`config.mk`:
```
export PLATFORM = sky130hd
export DESIGN_NAME = fuhc_top
export DESIGN_NICKNAME = d
export VERILOG_FILES = /design/src/fuhc_slot_line.v /design/src/fuhc_top.v
export VERILOG_INCLUDE_DIRS = /design/src
export SDC_FILE = /design/constraint.sdc
export NUM_CORES = 1
export LEC_CHECK = 0
export BUFFER_PORTS_ARGS = -buffer_cell sky130_fd_sc_hd__buf_2
export CAP_MARGIN = 0
export CORE_MARGIN = 2
export CORE_UTILIZATION = 53
export CTS_BUF_LIST = sky130_fd_sc_hd__clkbuf_16
export DETAILED_ROUTE_END_ITERATION = 8
export PLACE_DENSITY = 0.79
export REMOVE_ABC_BUFFERS = 1
export SETUP_SLACK_MARGIN = 0.05
export SLEW_MARGIN = 15
export SYNTH_ARGS = -nofsm -noshare
export SYNTH_HDL_FRONTEND = slang
export SYNTH_SLANG_ARGS = --single-unit
```
`constraint.sdc`:
```
create_clock -name CORE_CLK_I -period 1.5 [get_ports CORE_CLK_I]
set_input_delay 0.225 -clock CORE_CLK_I [delete_from_list [all_inputs] [get_ports CORE_CLK_I]]
set_output_delay 0.225 -clock CORE_CLK_I [all_outputs]
set_load 0.02 [all_outputs]
```
`src/fuhc_map.vh`:
```
/*
  Constants for the functional unit hazard checker: instruction class codes,
  unit codes, conflict kind codes and table depth.
  Assumes it is included by bare name from the design files.
*/
`ifndef FUHC_MAP_VH
`define FUHC_MAP_VH

// ----------------------------------------
// Instruction classes
// ----------------------------------------
`define FUHC_CLS_W 4
`define FUHC_CLS_SINGLE 4'h0
`define FUHC_CLS_DP_CMP 4'h1
`define FUHC_CLS_DP2 4'h2
`define FUHC_CLS_BRANCH 4'h3
`define FUHC_CLS_MUL16 4'h4
`define FUHC_CLS_FOUR 4'h5
`define FUHC_CLS_INT32_MUL 4'h6
`define FUHC_CLS_INT32_WIDE 4'h7
`define FUHC_CLS_DP_MUL 4'h8
`define FUHC_CLS_LOAD 4'h9
`define FUHC_CLS_STORE 4'hA
`define FUHC_CLS_INT_TO_DP 4'hB
`define FUHC_CLS_DP_ADDSUB 4'hC

// ----------------------------------------
// Units
// ----------------------------------------
`define FUHC_UNIT_W 2
`define FUHC_UNIT_BS 2'h0
`define FUHC_UNIT_MUL 2'h1
`define FUHC_UNIT_LOG 2'h2
`define FUHC_UNIT_OTHER 2'h3

// ----------------------------------------
// Conflict kinds, one bit each
// ----------------------------------------
`define FUHC_KIND_W 3
`define FUHC_KIND_READ 3'h1
`define FUHC_KIND_WRITE 3'h2
`define FUHC_KIND_RES 3'h4

// Cycles ahead that the record covers (cycle 2 .. 11 of issued op)
`define FUHC_DEPTH 10

`endif

```
`src/fuhc_slot_line.v`:
```
/*
  One delay line of conflict kinds: a per-cycle record of blocked cycles.
  Assumes the caller merges a new pattern at issue; slot 0 is the next cycle.
*/
`timescale 1ns/100ps
`default_nettype none
`include "fuhc_map.vh"

module fuhc_slot_line #(
  parameter DEPTH = `FUHC_DEPTH
) (
  input wire clk_i,
  input wire rst_i,
  input wire [DEPTH*`FUHC_KIND_W-1:0] load_i,
  output wire [DEPTH*`FUHC_KIND_W-1:0] line_o
);
  reg [DEPTH*`FUHC_KIND_W-1:0] line;
  wire [DEPTH*`FUHC_KIND_W-1:0] shifted;

  assign shifted = {{`FUHC_KIND_W{1'b0}}, line[DEPTH*`FUHC_KIND_W-1:`FUHC_KIND_W]};
  assign line_o = line;

  // ----------------------------------------
  // Shift toward slot 0, merge new blocking
  // ----------------------------------------
  always @(posedge clk_i) begin
    if (rst_i) begin
      line <= {DEPTH*`FUHC_KIND_W{1'b0}};
    end else begin
      line <= shifted | load_i;
    end
  end
endmodule // fuhc_slot_line
`default_nettype wire

```
`src/fuhc_top.v`:
```
/*
  Functional unit hazard checker for one side of a VLIW datapath.
  Tracks instructions already issued on the branch/shift, multiplier and logic
  units and flags a candidate whose first execute phase lands on a blocked
  cycle, same unit or same side over the shared cross path.
  Assumes issue and candidate inputs come from logic on CORE_CLK_I.
*/
`timescale 1ns/100ps
`default_nettype none
`include "fuhc_map.vh"

// Behaviour
// RULE_01 - Two-cycle DP blocks same-unit write next cycle
// RULE_02 - Branch imposes no blocking cycles
// RULE_03 - Only register branch reads a general register
// RULE_04 - 16x16 multiply blocks nothing
// RULE_05 - Four-cycle multiply blocks 16x16 at cycle three
// RULE_06 - Int32 multiply read-blocks cycles two to four
// RULE_07 - Int32 multiply later resource and write blocks
// RULE_08 - Wide int multiply read and write blocks
// RULE_09 - DP multiply read, resource, write blocks
// RULE_10 - Four-cycle op blocked cycles five to seven
// RULE_11 - Logic single-cycle op blocks nothing
// RULE_12 - Logic four-cycle op write-blocks single at four
// RULE_13 - Keep per-cycle records, flag blocked candidates
// RULE_14 - Int32 cross read holds cross path four cycles
module fuhc_top (
  input wire CORE_CLK_I,
  input wire RESET_I,
  input wire ISSUE_VALID_I,
  input wire [`FUHC_UNIT_W-1:0] ISSUE_UNIT_I,
  input wire [`FUHC_CLS_W-1:0] ISSUE_CLASS_I,
  input wire ISSUE_CROSS_I,
  input wire ISSUE_REG_BRANCH_I,
  input wire CAND_VALID_I,
  input wire [`FUHC_UNIT_W-1:0] CAND_UNIT_I,
  input wire [`FUHC_CLS_W-1:0] CAND_CLASS_I,
  input wire CAND_CROSS_I,
  input wire CAND_REG_BRANCH_I,
  output wire CAND_BLOCKED_O,
  output wire [`FUHC_KIND_W-1:0] CAND_KIND_O
);
  localparam D = `FUHC_DEPTH;
  localparam KW = `FUHC_KIND_W;
  localparam NCLS = 16;
  localparam LW = D*KW;

  // ----------------------------------------
  // Per-cycle records: three units by classes, plus cross path
  // ----------------------------------------
  reg [LW-1:0] bs_load [0:NCLS-1];
  reg [LW-1:0] mu_load [0:NCLS-1];
  reg [LW-1:0] lg_load [0:NCLS-1];
  reg [LW-1:0] xp_load;
  wire [LW-1:0] bs_line [0:NCLS-1];
  wire [LW-1:0] mu_line [0:NCLS-1];
  wire [LW-1:0] lg_line [0:NCLS-1];
  wire [LW-1:0] xp_line;
  wire reads_reg;
  integer c;

  // Any non-branch op, or a register-sourced branch, counts as a register reader
  assign reads_reg = (ISSUE_CLASS_I != `FUHC_CLS_BRANCH) || ISSUE_REG_BRANCH_I; // RULE_03

  // OR one conflict kind into the slot of op cycle cyc (cycle 2 is slot 0)
  function [LW-1:0] put;
    input [LW-1:0] base;
    input integer cyc;
    input [KW-1:0] kind;
    begin
      put = base;
      put[(cyc-2)*KW +: KW] = base[(cyc-2)*KW +: KW] | kind;
    end
  endfunction

  // ----------------------------------------
  // Blocking patterns merged at issue
  // ----------------------------------------
  // Each unit record is indexed by the class of the candidate it will block
  always @* begin
    for (c = 0; c < NCLS; c = c + 1) begin
      bs_load[c] = {LW{1'b0}};
      mu_load[c] = {LW{1'b0}};
      lg_load[c] = {LW{1'b0}};
    end
    xp_load = {LW{1'b0}};
    if (ISSUE_VALID_I) begin
      case (ISSUE_UNIT_I)
        `FUHC_UNIT_BS: begin
          // Branch and single ops leave the patterns clear
          if (ISSUE_CLASS_I == `FUHC_CLS_DP2) begin
            bs_load[`FUHC_CLS_SINGLE] = put(bs_load[`FUHC_CLS_SINGLE], 2, `FUHC_KIND_WRITE); // RULE_01
            bs_load[`FUHC_CLS_DP2] = put(bs_load[`FUHC_CLS_DP2], 2, `FUHC_KIND_WRITE); // RULE_01
          end
        end
        `FUHC_UNIT_MUL: begin
          case (ISSUE_CLASS_I)
            `FUHC_CLS_MUL16: begin
              mu_load[0] = {LW{1'b0}}; // RULE_04
            end
            `FUHC_CLS_FOUR: begin
              mu_load[`FUHC_CLS_MUL16] = put(mu_load[`FUHC_CLS_MUL16], 3, `FUHC_KIND_WRITE); // RULE_05
            end
            `FUHC_CLS_INT32_MUL, `FUHC_CLS_INT32_WIDE, `FUHC_CLS_DP_MUL: begin
              for (c = 0; c < NCLS; c = c + 1) begin
                mu_load[c] = put(mu_load[c], 2, `FUHC_KIND_READ); // RULE_06
                mu_load[c] = put(mu_load[c], 3, `FUHC_KIND_READ); // RULE_06
                mu_load[c] = put(mu_load[c], 4, `FUHC_KIND_READ); // RULE_06
              end
              // Operand reads of cycles 2 to 4 also tie up the shared cross path decode
              xp_load = put(xp_load, 2, `FUHC_KIND_READ); // RULE_08
              xp_load = put(xp_load, 3, `FUHC_KIND_READ); // RULE_08
              xp_load = put(xp_load, 4, `FUHC_KIND_READ); // RULE_08
              // Four-cycle ops collide with the long op's resources and write port
              mu_load[`FUHC_CLS_FOUR] = put(mu_load[`FUHC_CLS_FOUR], 5, `FUHC_KIND_RES); // RULE_10
              mu_load[`FUHC_CLS_FOUR] = put(mu_load[`FUHC_CLS_FOUR], 6, `FUHC_KIND_WRITE); // RULE_10
              if (ISSUE_CLASS_I == `FUHC_CLS_INT32_MUL) begin
                mu_load[`FUHC_CLS_FOUR] = put(mu_load[`FUHC_CLS_FOUR], 7, `FUHC_KIND_RES); // RULE_07
                mu_load[`FUHC_CLS_MUL16] = put(mu_load[`FUHC_CLS_MUL16], 8, `FUHC_KIND_WRITE); // RULE_07
              end else begin
                mu_load[`FUHC_CLS_FOUR] = put(mu_load[`FUHC_CLS_FOUR], 7, `FUHC_KIND_WRITE); // RULE_10
                mu_load[`FUHC_CLS_MUL16] = put(mu_load[`FUHC_CLS_MUL16], 8, `FUHC_KIND_WRITE); // RULE_08
                mu_load[`FUHC_CLS_MUL16] = put(mu_load[`FUHC_CLS_MUL16], 9, `FUHC_KIND_WRITE); // RULE_08
              end
              for (c = 5; c <= 7; c = c + 1) begin
                if (ISSUE_CLASS_I == `FUHC_CLS_DP_MUL) begin
                  mu_load[`FUHC_CLS_INT32_MUL] = put(mu_load[`FUHC_CLS_INT32_MUL], c, `FUHC_KIND_RES); // RULE_09
                  mu_load[`FUHC_CLS_INT32_WIDE] = put(mu_load[`FUHC_CLS_INT32_WIDE], c, `FUHC_KIND_RES); // RULE_09
                end else begin
                  mu_load[`FUHC_CLS_DP_MUL] = put(mu_load[`FUHC_CLS_DP_MUL], c, `FUHC_KIND_RES); // RULE_07
                end
              end
              // Cross-sourced int32 multiply holds the cross path i..i+3
              if (ISSUE_CROSS_I && reads_reg) begin
                xp_load = put(xp_load, 2, `FUHC_KIND_RES); // RULE_14
                xp_load = put(xp_load, 3, `FUHC_KIND_RES); // RULE_14
                xp_load = put(xp_load, 4, `FUHC_KIND_RES); // RULE_14
              end
            end
            default: begin
              mu_load[0] = {LW{1'b0}};
            end
          endcase
        end
        `FUHC_UNIT_LOG: begin
          // Single-cycle logic op completes within its own cycle
          if (ISSUE_CLASS_I == `FUHC_CLS_FOUR) begin
            lg_load[`FUHC_CLS_SINGLE] = put(lg_load[`FUHC_CLS_SINGLE], 4, `FUHC_KIND_WRITE); // RULE_12
          end else begin
            lg_load[0] = {LW{1'b0}}; // RULE_11
          end
        end
        default: begin
          xp_load = {LW{1'b0}};
        end
      endcase
    end
  end

  // ----------------------------------------
  // Records as delay lines
  // ----------------------------------------
  genvar g;
  generate
    for (g = 0; g < NCLS; g = g + 1) begin : g_cls
      fuhc_slot_line #(.DEPTH(D)) u_bs (.clk_i(CORE_CLK_I), .rst_i(RESET_I),
        .load_i(bs_load[g]), .line_o(bs_line[g])); // RULE_13
      fuhc_slot_line #(.DEPTH(D)) u_mu (.clk_i(CORE_CLK_I), .rst_i(RESET_I),
        .load_i(mu_load[g]), .line_o(mu_line[g])); // RULE_13
      fuhc_slot_line #(.DEPTH(D)) u_lg (.clk_i(CORE_CLK_I), .rst_i(RESET_I),
        .load_i(lg_load[g]), .line_o(lg_line[g])); // RULE_13
    end
  endgenerate

  fuhc_slot_line #(.DEPTH(D)) u_xp (.clk_i(CORE_CLK_I), .rst_i(RESET_I),
    .load_i(xp_load), .line_o(xp_line)); // RULE_13

  // ----------------------------------------
  // Candidate check against slot 0 (the current cycle)
  // ----------------------------------------
  reg [KW-1:0] kind;
  wire cand_reads;
  wire cand_cross;
  wire issue_long_mul;
  wire cross_now;

  assign cand_reads = (CAND_CLASS_I != `FUHC_CLS_BRANCH) || CAND_REG_BRANCH_I; // RULE_02
  // Multiplier candidates are covered by their own same-unit table
  assign cand_cross = (CAND_UNIT_I != `FUHC_UNIT_MUL) && CAND_CROSS_I && cand_reads; // RULE_03

  // ----------------------------------------
  // Issue-cycle cross path hold
  // ----------------------------------------
  // The record starts at the cycle after issue, so the issue cycle itself
  // is taken straight from the issue inputs
  assign issue_long_mul = ISSUE_VALID_I && (ISSUE_UNIT_I == `FUHC_UNIT_MUL) &&
    ((ISSUE_CLASS_I == `FUHC_CLS_INT32_MUL) || (ISSUE_CLASS_I == `FUHC_CLS_INT32_WIDE) ||
    (ISSUE_CLASS_I == `FUHC_CLS_DP_MUL));
  assign cross_now = issue_long_mul && ISSUE_CROSS_I && reads_reg; // RULE_14

  always @* begin
    kind = {KW{1'b0}};
    if (CAND_VALID_I) begin
      case (CAND_UNIT_I)
        `FUHC_UNIT_BS: kind = bs_line[CAND_CLASS_I][KW-1:0];
        `FUHC_UNIT_MUL: kind = mu_line[CAND_CLASS_I][KW-1:0];
        `FUHC_UNIT_LOG: kind = lg_line[CAND_CLASS_I][KW-1:0];
        default: kind = {KW{1'b0}};
      endcase
      if (cand_cross) begin
        kind = kind | xp_line[KW-1:0]; // RULE_13
      end
      // Cross path users also meet a long multiply issued this very cycle
      if (cand_cross && cross_now) begin
        kind = kind | `FUHC_KIND_RES; // RULE_14
      end
    end
  end

  assign CAND_KIND_O = kind;
  assign CAND_BLOCKED_O = |kind; // RULE_13
endmodule // fuhc_top
`default_nettype wire

```
**Yosys cells after proc, flatten, opt, wreduce, memory -nomap -nowiden**

Index checks and enable logic that the tools add are counted.

- Bits in writable memories: 0
- Output and inout port bits: 4
- Bits in read-only memories: 0
- Latch bits: 0
- Memories: 0
- Flip-flop bits (word level): 1470
- Input port bits: 20
- Word-level logic and storage cells: 166

- Reduce and logical (&&, ||, !) cells: 16
- Divide/modulo/power cells: 0
- Bitwise operators: 22
- Shift-type cells: 0
- Equal/unequal tests: 12
- Muxes and demuxes: 37
- Order comparisons: 1
- $mul: 0
- $add $sub $neg: 0

Operators by type and width:

| operator | count |
|---|---|
| $mux W457 | 2 |
| $or A27 B30 Y30 | 15 |
| $bmux W30 S4 | 3 |
| $mux W330 | 1 |
| $mux W67 | 1 |
| $or A27 B2 Y27 | 2 |
| $mux W53 | 1 |
| $mux W48 | 1 |
| $pmux W23 S2 | 1 |
| $mux W45 | 1 |
| $mux W42 | 1 |
| $mux W9 | 4 |
| $mux W3 | 10 |
| $or A27 B7 Y27 | 1 |
| $or A27 B8 Y27 | 1 |
| $or A27 B9 Y27 | 1 |
| $mux W8 | 3 |
| $mux W18 | 1 |
| $mux W15 | 1 |
| $eq A4 B3 Y1 const B | 3 |
| $mux W12 | 1 |
| $pmux W3 S3 | 1 |
| $logic_and A1 B1 Y1 | 8 |
| $ne A4 B2 Y1 const B | 2 |
| 13 further kinds | 22 |

**Logic depth before layout (Yosys ltp)**

Gate-level depths: netlist of run 1.

- Word-level depth: 11
- Mapped depth: 5
- Gate-level depth less buffers: 4

**Modules after synthesis**

A second synthesis of run 1 with hierarchy kept.

- Cells, all modules: 3240
- Area, all modules: 46099.2 µm²

By module, submodules not included:

| module | cells each | times used | seq. area each (µm²) | area an instance (µm²) |
|---|---|---|---|---|
| fuhc_slot_line | 63 | 49 | 600.6 | 910.9 |
| fuhc_top | 153 | 1 | 0.0 | 1466.4 |

**Worst setup path before layout of run 1**

No wires, ideal clock.

- Kind: input port to output port
- Start point: input port ISSUE_CLASS_I[2]
- End point: output port CAND_BLOCKED_O
- Cell stages on the path: 5
- Required time: 1.275 ns
- Data arrival time: 1.276 ns
- Setup slack: -0.001 ns
- Path buffers: 1
- Path through: nor4b_4 > o21a_1 > buf_6 > a21oi_2 > o2111ai_1

- Word-level cells in the longest chain between the ends: 10
- Elaborated cells on any way between the ends: 14
- Those cells by class: eq/ne (4); mux (2); reduce/logical (8)

RTL lines:

| element | line | RTL |
|---|---|---|
| start, declared | fuhc_top.v:32 | `` input wire [`FUHC_CLS_W-1:0] ISSUE_CLASS_I, `` |
| $eq A4 B3 Y1 | - |  |
| $logic_or A1 B1 Y1 (2 in series) | fuhc_top.v:197 | `` ((ISSUE_CLASS_I == `FUHC_CLS_INT32_MUL) \|\| (ISSUE_CLASS_I == `FUHC_CLS_INT32_WIDE) \|\| `` |
| $logic_and A1 B1 Y1 | fuhc_top.v:196 | `` assign issue_long_mul = ISSUE_VALID_I && (ISSUE_UNIT_I == `FUHC_UNIT_MUL) && `` |
| $logic_and A1 B1 Y1 | fuhc_top.v:199 | `assign cross_now = issue_long_mul && ISSUE_CROSS_I && reads_reg;` |
| $logic_and A1 B1 Y1 (*) | fuhc_top.v:199 |  |
| $logic_and A1 B1 Y1 (*) | fuhc_top.v:214 | `if (cand_cross && cross_now) begin` |
| $mux W3 (*) | fuhc_top.v:214 |  |
| $mux W3 (*) | fuhc_top.v:203 | `if (CAND_VALID_I) begin` |
| $reduce_or A3 Y1 (*) | fuhc_top.v:221 | `assign CAND_BLOCKED_O = \|kind;` |
| end, declared | fuhc_top.v:40 | `output wire CAND_BLOCKED_O,` |

Every way passes the cells marked *; elsewhere a longest branch is shown, timed or not.

**Worst setup path in the final report of run 1**

- Start point: input port CAND_CLASS_I[3]
- End point: output port CAND_BLOCKED_O

- Word-level cells in the longest chain between the ends: 11
- Elaborated cells on any way between the ends: 21
- Those cells by class: eq/ne (1); mux (14); bitwise (2); reduce/logical (4)

RTL lines:

| element | line | RTL |
|---|---|---|
| start, declared | fuhc_top.v:37 | `` input wire [`FUHC_CLS_W-1:0] CAND_CLASS_I, `` |
| $not A4 Y5 (implied by the code) | fuhc_top.v:205, fuhc_top.v:206, fuhc_top.v:207 |  |
| $bmux W30 S4 (on tied branches) | fuhc_top.v:207, fuhc_top.v:205, fuhc_top.v:206 |  |
| $mux W3 (on tied branches) (2 in series) | fuhc_top.v:207, fuhc_top.v:205, fuhc_top.v:206 |  |
| $pmux W3 S3 | fuhc_top.v:204 | `case (CAND_UNIT_I)` |
| $mux W3 | fuhc_top.v:203 |  |
| $or A3 B3 Y3 | fuhc_top.v:211 | `kind = kind \| xp_line[KW-1:0];` |
| $mux W3 | fuhc_top.v:210 | `if (cand_cross) begin` |
| $mux W3 (*) | fuhc_top.v:214 |  |
| $mux W3 (*) | fuhc_top.v:203 |  |
| $reduce_or A3 Y1 (*) | fuhc_top.v:221 |  |

Every way passes the cells marked *; elsewhere a longest branch is shown, timed or not. The select of a mux whose other input is x is not followed.

==> impl_metrics.env, run 1 <==
export IMPL_worst_setup_path_type="in2out"
export IMPL_postLayoutCoreUtil_pct=73.4
export IMPL_synth_area_leaders="dfxtp_1, nor2b_1, nor2_1"
export IMPL_grt_max_degree=19
export IMPL_grt_pass1_vias=1023
export IMPL_clock_latency_ps=270
export IMPL_status="finished with violations"
export IMPL_stdcell_count=211
export IMPL_power_frac_clock_pct=43.0
export IMPL_slew_headroom_pct=71.8
export IMPL_htree_levels=2
export IMPL_drt_iter0_drc=60
export IMPL_synth_top_area_share_pct=58.6
export IMPL_fin_crit_ps=1650
export IMPL_viasPerCell=5.11
export IMPL_crit_fanout=3
export IMPL_violations="setup timing"
export IMPL_cts_tree="yes"
export IMPL_num_vias=1079
export IMPL_finalNetCount=201
export IMPL_wirelength_mm=2.54
export IMPL_worstSetupStartpoint="CAND_CLASS_I[3]"
export IMPL_yosysMostFrequentCell="dfxtp_1"
export IMPL_p_comb_share_pct=6.0
export IMPL_timing_rr_start="g_cls[4].u_mu.line_o[22]"
export IMPL_ff2ff_path_depth=2
export IMPL_ys_seq_elements=42
export IMPL_p_leak_nw=0.800
export IMPL_cts_buffer_depth=2
export IMPL_crit_required_ps=1270
export IMPL_io_pins=24
export IMPL_drc_errors=0
export IMPL_grt_use_total_pct=18.1
export IMPL_wl_per_cell_um=12.0
export IMPL_tightest_slew_ps=417
export IMPL_yosysTopAreaCell="dfxtp_1"
export IMPL_syn_inst=141
export IMPL_cts_clk_slew_worst_paths_ps=50
export IMPL_die_w_um=56.0
export IMPL_async_reset_ff_share_pct=0
export IMPL_finalSetupViolCount=4
export IMPL_ys_warn_count=0
export IMPL_hold_path_class="in2reg"
export IMPL_switching_share_pct=19.3
export IMPL_numPortBuffers=23
export IMPL_ant_nets=0
export IMPL_cts_sinks=42
export IMPL_crit_path_end="CAND_BLOCKED_O"
export IMPL_dieHeight_um=56.0
export IMPL_crit_path_end_kind="primary output"
export IMPL_rows=18
export IMPL_hold_viol=0
export IMPL_drt_pass1_iter_count=4
export IMPL_place_inst=202
export IMPL_rsz0062_at_grt="true"
export IMPL_cp_start_kind="input port"
export IMPL_synth_edf_count=0
export IMPL_synthTopCellsByCount="dfxtp_1, nor2b_1, nor2_1"
export IMPL_grt_pass1_wl_mm=4.26
export IMPL_fp_coreArea_mm2=0.00252
export IMPL_cp_arrival_ps=1420
export IMPL_fin_ws_ps=-146
export IMPL_drive_above_1_share_pct=28.2
export IMPL_die_area_mm2=0.00314
export IMPL_initial_core_util_pct=56.8
export IMPL_seq_power_share_pct=50.9
export IMPL_grt_overflow=0
export IMPL_r2r_end="g_cls[4].u_mu.line_o[19]"
export IMPL_p_int_mw=1.78
export IMPL_ys_flop_type="dfxtp_1"
export IMPL_antenna_found_initial=0
export IMPL_rrSetupSlack_ps=890
export IMPL_period_share_pct=110
export IMPL_min_delay_start="ISSUE_UNIT_I[1]"
export IMPL_gp_congestion=0.926
export IMPL_p_sw_mw=0.425
export IMPL_syn_avg_cell_area_um2=10.2
export IMPL_clock_skew_ps=1.03
export IMPL_seq_area_frac_synth_pct=58.6
export IMPL_hpwl_mm=1.86
export IMPL_synthDistinctLibCells=35
export IMPL_finalMaxSlewViolations=0
export IMPL_worst_ir_drop_vdd_uv=1300
export IMPL_diodes=0
export IMPL_maxCapViolCount=0
export IMPL_syn_to_final_growth_pct=29.1
export IMPL_p_per_area_mw_per_mm2=1190
export IMPL_fmax_mhz=607
export IMPL_synth_area_mm2=0.00143
export IMPL_cts_buffers=5
export IMPL_postCtsHoldBufs=0
export IMPL_cts_root_buf="clkbuf_16"
## worst min-delay path by stage
| stage | to | slack [ps] | cells past startpoint |
|---|---|---|---|
| floorplan | g_cls[4].u_mu.line_o[6] | 290 | 1 |
| global placement | u_xp.line_o[5] | 420 | 2 |
| detailed placement | g_cls[4].u_mu.line_o[16] | 420 | 1 |
| CTS | g_cls[0].u_lg.line_o[7] | 240 | 2 |
| global route | g_cls[0].u_lg.line_o[7] | 260 | 2 |
| finish | g_cls[0].u_lg.line_o[7] | 240 | 2 |
## cells in the final DEF (no fill, tap or decap), types with 2 or more instances in the layout
master     count
inv_1          8
nor2_1        19
buf_4         16
nor2b_1       23
o21ai_0        2
dfxtp_1       41
nor3_1         2
a21oi_1        6
nand3b_1       2
nand2b_1       3
and3b_1        2
o2111ai_1      2
buf_6          4
and3_1         2
a21oi_2        2
nand2_1        4
buf_2         18
clkbuf_16      5
o21ai_1        2
nor4bb_1       2
## worst max-delay path, cell delays in order
cell	delay [ps]
buf_6	90
or2_4	250
o31a_1	250
o211ai_1	260
o2111ai_1	160
buf_4	180
## timing repair
action                                  4_1_cts  5_1_grt
pin swaps                                     3        3
endpoints found under the setup margin        4        4
setup buffers                                 2        0
endpoints found under the hold margin         0        0
gates resized for setup                       9        5
## kinds of logic after synthesis
kind of cell	Yosys count	synth area share (%)
and+or+nand+nor	68	28.8
DFF	42	58.6
AOI/OAI and AO/OA	19	8.38
buffers and inverters	11	3.49
muxes	1	0.698
## area by class of cell
cell class	count	area (µm²)
clock buffer	5	125
clock inverter	2	7.51
fill	180	671
inverter	6	22.5
multi-input combinational	88	562
sequential	42	842
tap	30	37.5
timing repair buffer	38	255
## power by group through the flow
stage / sequential [mW] / clock (mW) / combinational [mW]
3_5_place_dp: 1.15 / 0 / 0.121
4_1_cts: 1.12 / 0.978 / 0.130
2_1_floorplan: 1.15 / 0 / 0.0365
6_report: 1.12 / 0.950 / 0.133
3_3_place_gp: 1.15 / 0 / 0.115
5_1_grt: 1.12 / 1.04 / 0.145
## metrics by stage
stage	total power, mW	setup TNS, ps	setup slack, ps	hold WS [ps]	area, µm²
floorplan	1.18	-50.1	-50.1	292	1410
global placement	1.26	-91.5	-83.0	416	1660
detailed placement	1.27	-304	-158	424	1660
CTS	2.23	-318	-162	240	1830
global route	2.31	-543	-225	258	1850
finish	2.21	-315	-146	243	1850
## sequential cells by signal, summed over array words and instances (netlist names)
signal             cells
g_cls.u_bs.line_o      1
g_cls.u_lg.line_o      3
g_cls.u_mu.line_o     35
u_xp.line_o            3
## routing by layer
| layer | vias up | GRT usage [%] | wire, µm |
|---|---|---|---|
| li1 | 546 | - | - |
| met2 | 34 | 29.9 | 1280 |
| met3 | 9 | 7.44 | 184 |
| met1 | 490 | 19.2 | 997 |
| met4 | 0 | 10.5 | 72 |
| met5 | - | 0 | 0 |
Note: power is estimated with default switching activity, not from simulation.
==> run 2: changes to the inputs <==
--- a/config.mk
+++ b/config.mk
@@ -8,10 +8,10 @@
 export LEC_CHECK = 0
 export BUFFER_PORTS_ARGS = -buffer_cell sky130_fd_sc_hd__buf_2
 export CAP_MARGIN = 0
-export CORE_MARGIN = 2
 export CORE_UTILIZATION = 53
 export CTS_BUF_LIST = sky130_fd_sc_hd__clkbuf_16
 export DETAILED_ROUTE_END_ITERATION = 8
+export MAX_ROUTING_LAYER = met4
 export PLACE_DENSITY = 0.79
 export REMOVE_ABC_BUFFERS = 1
 export SETUP_SLACK_MARGIN = 0.05
==> constraint.sdc (replaced) <==
create_clock -name CORE_CLK_I -period 1.8 [get_ports CORE_CLK_I]
set_input_delay 0.27 -clock CORE_CLK_I [delete_from_list [all_inputs] [get_ports CORE_CLK_I]]
set_output_delay 0.27 -clock CORE_CLK_I [all_outputs]
set_load 0.02 [all_outputs]
==> run 2 against run 1 <==
  * The run now ends clean
  * Core utilization shrank 4.5 points
  * Worst setup slack gained 200 ps
  * Global-route usage grew 1.7 points
  * Clock-buffer cell count is the same
  * Total power shrank 18%
  * Largest cell class unchanged
==> impl_metrics.env, run 2 (synthesis results as in run 1) <==
export IMPL_htree_levels=2
export IMPL_grt_overflow=0
export IMPL_slew_headroom_pct=69.6
export IMPL_multiInputGateArea_um2=564
export IMPL_num_vias=1002
export IMPL_viasPerCell=5.04
export IMPL_total_power_mw=1.81
export IMPL_cts_root_buf="clkbuf_16"
export IMPL_power_frac_clock_pct=43.4
export IMPL_drt_pass1_iter_count=3
export IMPL_p_leak_nw=0.735
export IMPL_clock_skew_ps=2.07
export IMPL_grt_max_degree=27
export IMPL_syn_to_final_growth_pct=21.2
export IMPL_regArea_um2=841
export IMPL_fillerInstances=205
export IMPL_postLayoutCoreUtil_pct=68.9
export IMPL_grt_pass1_wl_mm=3.66
export IMPL_finalSetupViolCount=0
export IMPL_layout_commonest_cell="dfxtp_1"
export IMPL_crit_family="compound AO/OA/AOI/OAI gates"
export IMPL_drc_errors=0
export IMPL_cts_sinks=42
export IMPL_hold_path_class="in2reg"
export IMPL_worstSetupStartpoint="CAND_CLASS_I[2]"
export IMPL_rsz0062_at_grt="true"
export IMPL_switching_share_pct=19.1
export IMPL_rows=18
export IMPL_wirelength_mm=2.35
export IMPL_p_sw_mw=0.347
export IMPL_crit_path_end="CAND_BLOCKED_O"
export IMPL_crit_required_ps=1530
export IMPL_fp_coreArea_mm2=0.00252
export IMPL_diodes=0
export IMPL_period_share_pct=97.2
export IMPL_holdPathStages=2
export IMPL_gp_congestion=0.826
export IMPL_seq_power_share_pct=51.6
export IMPL_cts_buffers=5
export IMPL_cts_buffer_depth=2
export IMPL_ff2ff_path_depth=2
export IMPL_largest_reg_flops=35
export IMPL_antenna_found_initial=0
export IMPL_critPathSlowestCell="o31a_1"
export IMPL_crit_path_end_kind="primary output"
export IMPL_fmax_mhz=571
export IMPL_max_stage_delay_ps=290
export IMPL_finalNetCount=189
export IMPL_crit_cells=6
export IMPL_hpwl_mm=1.61
export IMPL_die_area_mm2=0.00292
export IMPL_grt_use_total_pct=19.8
export IMPL_numPortBuffers=23
export IMPL_p_int_mw=1.47
export IMPL_initial_core_util_pct=56.8
export IMPL_drive_above_1_share_pct=21.3
export IMPL_finalMaxSlewViolations=0
export IMPL_p_comb_share_pct=4.9
export IMPL_cts_clk_slew_worst_paths_ps=50
export IMPL_clock_latency_ps=270
export IMPL_dieHeight_um=54.0
export IMPL_worst_ir_drop_vdd_uv=927
export IMPL_die_w_um=54.0
export IMPL_ant_nets=0
export IMPL_fin_crit_ps=1750
export IMPL_p_per_area_mw_per_mm2=1040
export IMPL_maxCapViolCount=0
export IMPL_worstPathCellList="buf_2 -> or2_4 -> o31a_1 -> o211ai_1 -> o2111ai_1 -> buf_4"
export IMPL_wl_per_cell_um=11.8
export IMPL_drt_iter0_drc=10
export IMPL_cp_start_kind="input port"
export IMPL_cp_arrival_ps=1480
export IMPL_path_buf_inv=2
export IMPL_r2r_end="u_xp.line_o[2]"
export IMPL_io_pins=24
export IMPL_cts_tree="yes"
export IMPL_setup_tns_ps=0
export IMPL_status="complete, no violations"
export IMPL_grt_pass1_vias=910
export IMPL_postCtsHoldBufs=0
export IMPL_cts_setup_buffers=0
export IMPL_hold_viol=0
export IMPL_rrSetupSlack_ps=1210
export IMPL_final_cell_mix="dfxtp_1, nor2b_1, buf_2"
export IMPL_worst_setup_path_type="in2out"
export IMPL_crit_fanout=3
export IMPL_tightest_slew_ps=456
export IMPL_timing_rr_start="u_xp.line_o[5]"
==> run 2: cell count changes in the layout (fill, tap and decap cells not counted) <==
cell | before | now
dfxtp_2 | 1 | 0
dfxtp_1 | 41 | 42
buf_4 | 16 | 4
a2111oi_4 | 0 | 1
a21oi_2 | 2 | 1
buf_2 | 18 | 22
buf_6 | 4 | 0
a21oi_1 | 6 | 7
nor4b_2 | 1 | 0
a2111oi_2 | 1 | 0
nor4b_1 | 0 | 1
==> run 2: through the flow <==
stage,std cells,area (µm²),hold WS [ps],worst slack [ps]
final,199,1740,273,49.6
after global routing,199,1740,289,11.2
after CTS,199,1720,271,67.1
after detailed placement,192,1580,423,34.0
after global placement,192,1580,416,118
after floorplan,136,1410,337,160
==> run 2: metal layers <==
layer  global-route usage, %  vias up  wire length [µm]
met5                       -        -                 0
met4                    10.3        0                24
met3                    7.63        2               123
met2                    34.6       29              1180
met1                    18.7      447              1020
li1                        -      524                 -
==> run 2: power by group through the flow <==
stage,logic (mW),registers (mW),clock network (mW)
2_1_floorplan,0.0304,0.956,0
3_3_place_gp,0.0807,0.956,0
3_5_place_dp,0.0846,0.956,0
4_1_cts,0.0856,0.936,0.807
5_1_grt,0.0981,0.936,0.851
6_report,0.0893,0.937,0.788
==> run 2: worst min path at each step <==
stage,slack (ps),to,startpoint
after detailed placement,420,g_cls[5].u_mu.line_o[7],g_cls[5].u_mu.line_o[10]
final,270,g_cls[5].u_mu.line_o[17],ISSUE_CLASS_I[0]
after floorplan,340,g_cls[4].u_mu.line_o[6],RESET_I
after global routing,290,g_cls[5].u_mu.line_o[17],ISSUE_CLASS_I[0]
after CTS,270,g_cls[5].u_mu.line_o[17],ISSUE_CLASS_I[0]
after global placement,420,g_cls[6].u_mu.line_o[8],g_cls[6].u_mu.line_o[11]
==> run 2: timing repair <==
item | in CTS | in global routing
pin swaps | 0 | 1
endpoints found under the setup margin | 1 | 2
resized for setup | 3 | 3
==> run 2: cell type report <==
cell class | instances | area share (%)
clock inverter | 2 | 0.432
inverter | 6 | 1.30
clock buffer | 5 | 7.20
multi-input combinational | 88 | 32.5
tap | 30 | 2.16
timing repair buffer | 26 | 8.06
sequential | 42 | 48.4
==> run 2: worst reg2reg max path: cells and delay by family, from the launching register on <==
family          cells  cell delay [ps]
flops               1              300
compound gates      1              120
simple gates        1               50
==> run 3: changes to the inputs <==
--- a/config.mk
+++ b/config.mk
@@ -8,7 +8,7 @@
 export LEC_CHECK = 0
 export BUFFER_PORTS_ARGS = -buffer_cell sky130_fd_sc_hd__buf_2
 export CAP_MARGIN = 0
-export CORE_UTILIZATION = 53
+export CORE_UTILIZATION = 60
 export CTS_BUF_LIST = sky130_fd_sc_hd__clkbuf_16
 export DETAILED_ROUTE_END_ITERATION = 8
 export MAX_ROUTING_LAYER = met4
@@ -18,4 +18,5 @@
 export SLEW_MARGIN = 15
 export SYNTH_ARGS = -nofsm -noshare
 export SYNTH_HDL_FRONTEND = slang
+export SYNTH_HIERARCHICAL = 1
 export SYNTH_SLANG_ARGS = --single-unit
==> run 3 against run 2 <==
  * The run now ends with setup timing left
  * Hold slack got worse by 200 ps
  * Synthesized cell count increased to 23 times the previous value
  * Critical path depth increased by 1
  * Critical endpoint unchanged
  * Largest power group unchanged
  * Highest routed layer unchanged
==> impl_metrics.env, run 3 <==
export IMPL_worstPathCellList="mux4_2 -> mux2_4 -> nand3_2 -> o2111ai_2 -> o31a_1 -> or3_1 -> buf_2"
export IMPL_synth_edf_count=0
export IMPL_fmax_mhz=325
export IMPL_rsz0062_at_grt="true"
export IMPL_cts_root_buf="clkbuf_16"
export IMPL_placedInstanceArea_mm2=0.0526
export IMPL_ys_warn_count=6
export IMPL_cts_tree="yes"
export IMPL_slew_headroom_pct=62.2
export IMPL_fin_area_mm2=0.0571
export IMPL_switching_share_pct=20.8
export IMPL_violations="setup timing"
export IMPL_syn_inst=3240
export IMPL_total_power_mw=67.1
export IMPL_stdcell_count=5867
export IMPL_drive_above_1_share_pct=33.2
export IMPL_grt_overflow=0
export IMPL_path_buf_inv=1
export IMPL_drc_errors=0
export IMPL_tightest_slew_ps=566
export IMPL_synth_area_leaders="dfxtp_1, o21ba_2, nor2b_1"
export IMPL_antenna_found_initial=9
export IMPL_cp_arrival_ps=2800
export IMPL_fin_ws_ps=-1270
export IMPL_grt_pass1_vias=23500
export IMPL_crit_required_ps=1530
export IMPL_p_sw_mw=14.0
export IMPL_place_ws_ps=-1030
export IMPL_finalMaxSlewViolations=0
export IMPL_period_share_pct=171
export IMPL_viasPerCell=4.12
export IMPL_ys_flop_type="dfxtp_1"
export IMPL_clock_skew_ps=14.9
export IMPL_yosysMostFrequentCell="dfxtp_1"
export IMPL_numPortBuffers=23
export IMPL_wirelength_mm=66.1
export IMPL_critPathSlowestCell="mux4_2"
export IMPL_synth_area_mm2=0.0461
export IMPL_initial_core_util_pct=60.7
export IMPL_grt_use_total_pct=17.9
export IMPL_die_area_mm2=0.0779
export IMPL_yosysTopAreaCell="dfxtp_1"
export IMPL_fin_crit_ps=3070
export IMPL_cp_start_kind="register"
export IMPL_cts_clk_slew_worst_paths_ps=60
export IMPL_async_reset_ff_share_pct=0
export IMPL_rows=101
export IMPL_num_vias=24100
export IMPL_crit_path_end_kind="primary output"
export IMPL_cts_sinks=1470
export IMPL_syn_to_final_growth_pct=23.8
export IMPL_p_int_mw=53.1
export IMPL_worst_ir_drop_vdd_uv=878
export IMPL_grt_pass1_wl_mm=110
export IMPL_p_comb_share_pct=6.1
export IMPL_finalSetupViolCount=4
export IMPL_gp_congestion=0.767
export IMPL_p_per_area_mw_per_mm2=1170
export IMPL_power_frac_clock_pct=41.1
export IMPL_p_leak_nw=24.7
export IMPL_cts_buffers=140
export IMPL_cts_buffer_depth=3
export IMPL_drt_iter0_drc=944
export IMPL_maxCapViolCount=0
export IMPL_synthTopCellsByCount="dfxtp_1, o21ba_2, nor2b_1"
export IMPL_die_w_um=279
export IMPL_crit_fanout=2
export IMPL_drt_pass1_iter_count=4
export IMPL_hold_viol=0
export IMPL_place_inst=5611
export IMPL_seq_power_share_pct=52.8
export IMPL_synthDistinctLibCells=48
export IMPL_ant_nets=0
export IMPL_htree_levels=4
export IMPL_syn_avg_cell_area_um2=14.2
export IMPL_seq_area_frac_synth_pct=63.8
export IMPL_dieHeight_um=279
export IMPL_final_cell_mix="dfxtp_1, conb_1, o21ba_2"
export IMPL_synth_top_area_share_pct=63.8
export IMPL_fp_coreArea_mm2=0.0759
export IMPL_wl_per_cell_um=11.3
export IMPL_worst_setup_path_type="reg2out"
export IMPL_layout_commonest_cell="dfxtp_1"
export IMPL_max_stage_delay_ps=460
export IMPL_clock_latency_ps=720
export IMPL_finalNetCount=4747
export IMPL_status="finished with violations"
export IMPL_grt_max_degree=138
export IMPL_io_pins=24
export IMPL_crit_family="multiplexers"
export IMPL_hpwl_mm=39.3
export IMPL_hold_path_class="in2reg"
export IMPL_ys_seq_elements=1470
run 3: path summary, 6_finish.rpt:
check	endpoint	slack [ps]	startpoint	cells after the start
worst max-delay path	CAND_BLOCKED_O	-1270	g_cls[4].u_mu/line_o[2]	7
worst min-delay path	g_cls[0].u_bs/line_o[1]	70	ISSUE_UNIT_I[1]	4
worst max register to register	g_cls[2].u_bs/line_o[2]	1140	g_cls[2].u_bs/line_o[5]	1
worst min register to register	g_cls[15].u_lg/line_o[23]	430	g_cls[15].u_lg/line_o[26]	1
run 3: final cells by class:
type,count,area (µm²)
diodes,3,7.51
clock buffers,145,3630
clock inverters,104,767
fillers,4989,18900
inverters,8,30.0
multi-input cells,2998,20800
flip-flops and latches,1470,29400
well taps,1030,1290
repair buffers,109,1120
run 3: per-layer routing:
| layer | wire length, µm | track usage [%] | vias to the layer above |
|---|---|---|---|
| met1 | 31300 | 22.7 | 10900 |
| met2 | 31000 | 28.3 | 225 |
| met4 | 1560 | 6.82 | 0 |
| met3 | 2270 | 3.60 | 132 |
| met5 | 0 | - | - |
| li1 | - | - | 12800 |
run 3: worst min-delay path, stage by stage:
cell and delay, ps:
buf_2 80, buf_4 100, nor4_1 70, o21ba_2 220
run 3: per-stage QoR:
stage / hold WS (ps) / utilization, % / setup TNS [ps]
final: 71.9 / 75.2 / -4130
after global routing: 52.3 / 75.2 / -4480
after CTS: 19.0 / 75.1 / -4270
after detailed placement: 422 / 69.2 / -22320
after global placement: 421 / 69.2 / -21440
after floorplan: 414 / - / -97140
run 3: power groups by stage:
stage | combinational, mW | sequential (mW) | clock (mW)
global placement | 3.91 | 36.1 | 0
detailed placement | 3.99 | 36.1 | 0
floorplan | 2.97 | 35.9 | 0
finish | 4.09 | 35.4 | 27.6
CTS | 4.05 | 35.4 | 28.4
global route | 4.58 | 35.6 | 29.7
run 3: cell families (layout without fill, tap and decap cells):
logic type	count (synthesis)	count (layout)	share of synthesized area, %
other cells	1	1400	0.00813
mux	50	50	1.77
compound gates	1363	1363	29.4
buf+inv	168	366	2.53
simple gates	188	188	2.49
flops	1470	1470	63.8
run 3: timing repair:
item                                   4_1_cts  5_1_grt
pin swaps                                    6        3
endpoints found under the hold margin       19        0
resized for setup                           11        7
setup buffers                                0        1
hold buffers                                 3        0
setup endpoints to repair                    4        4
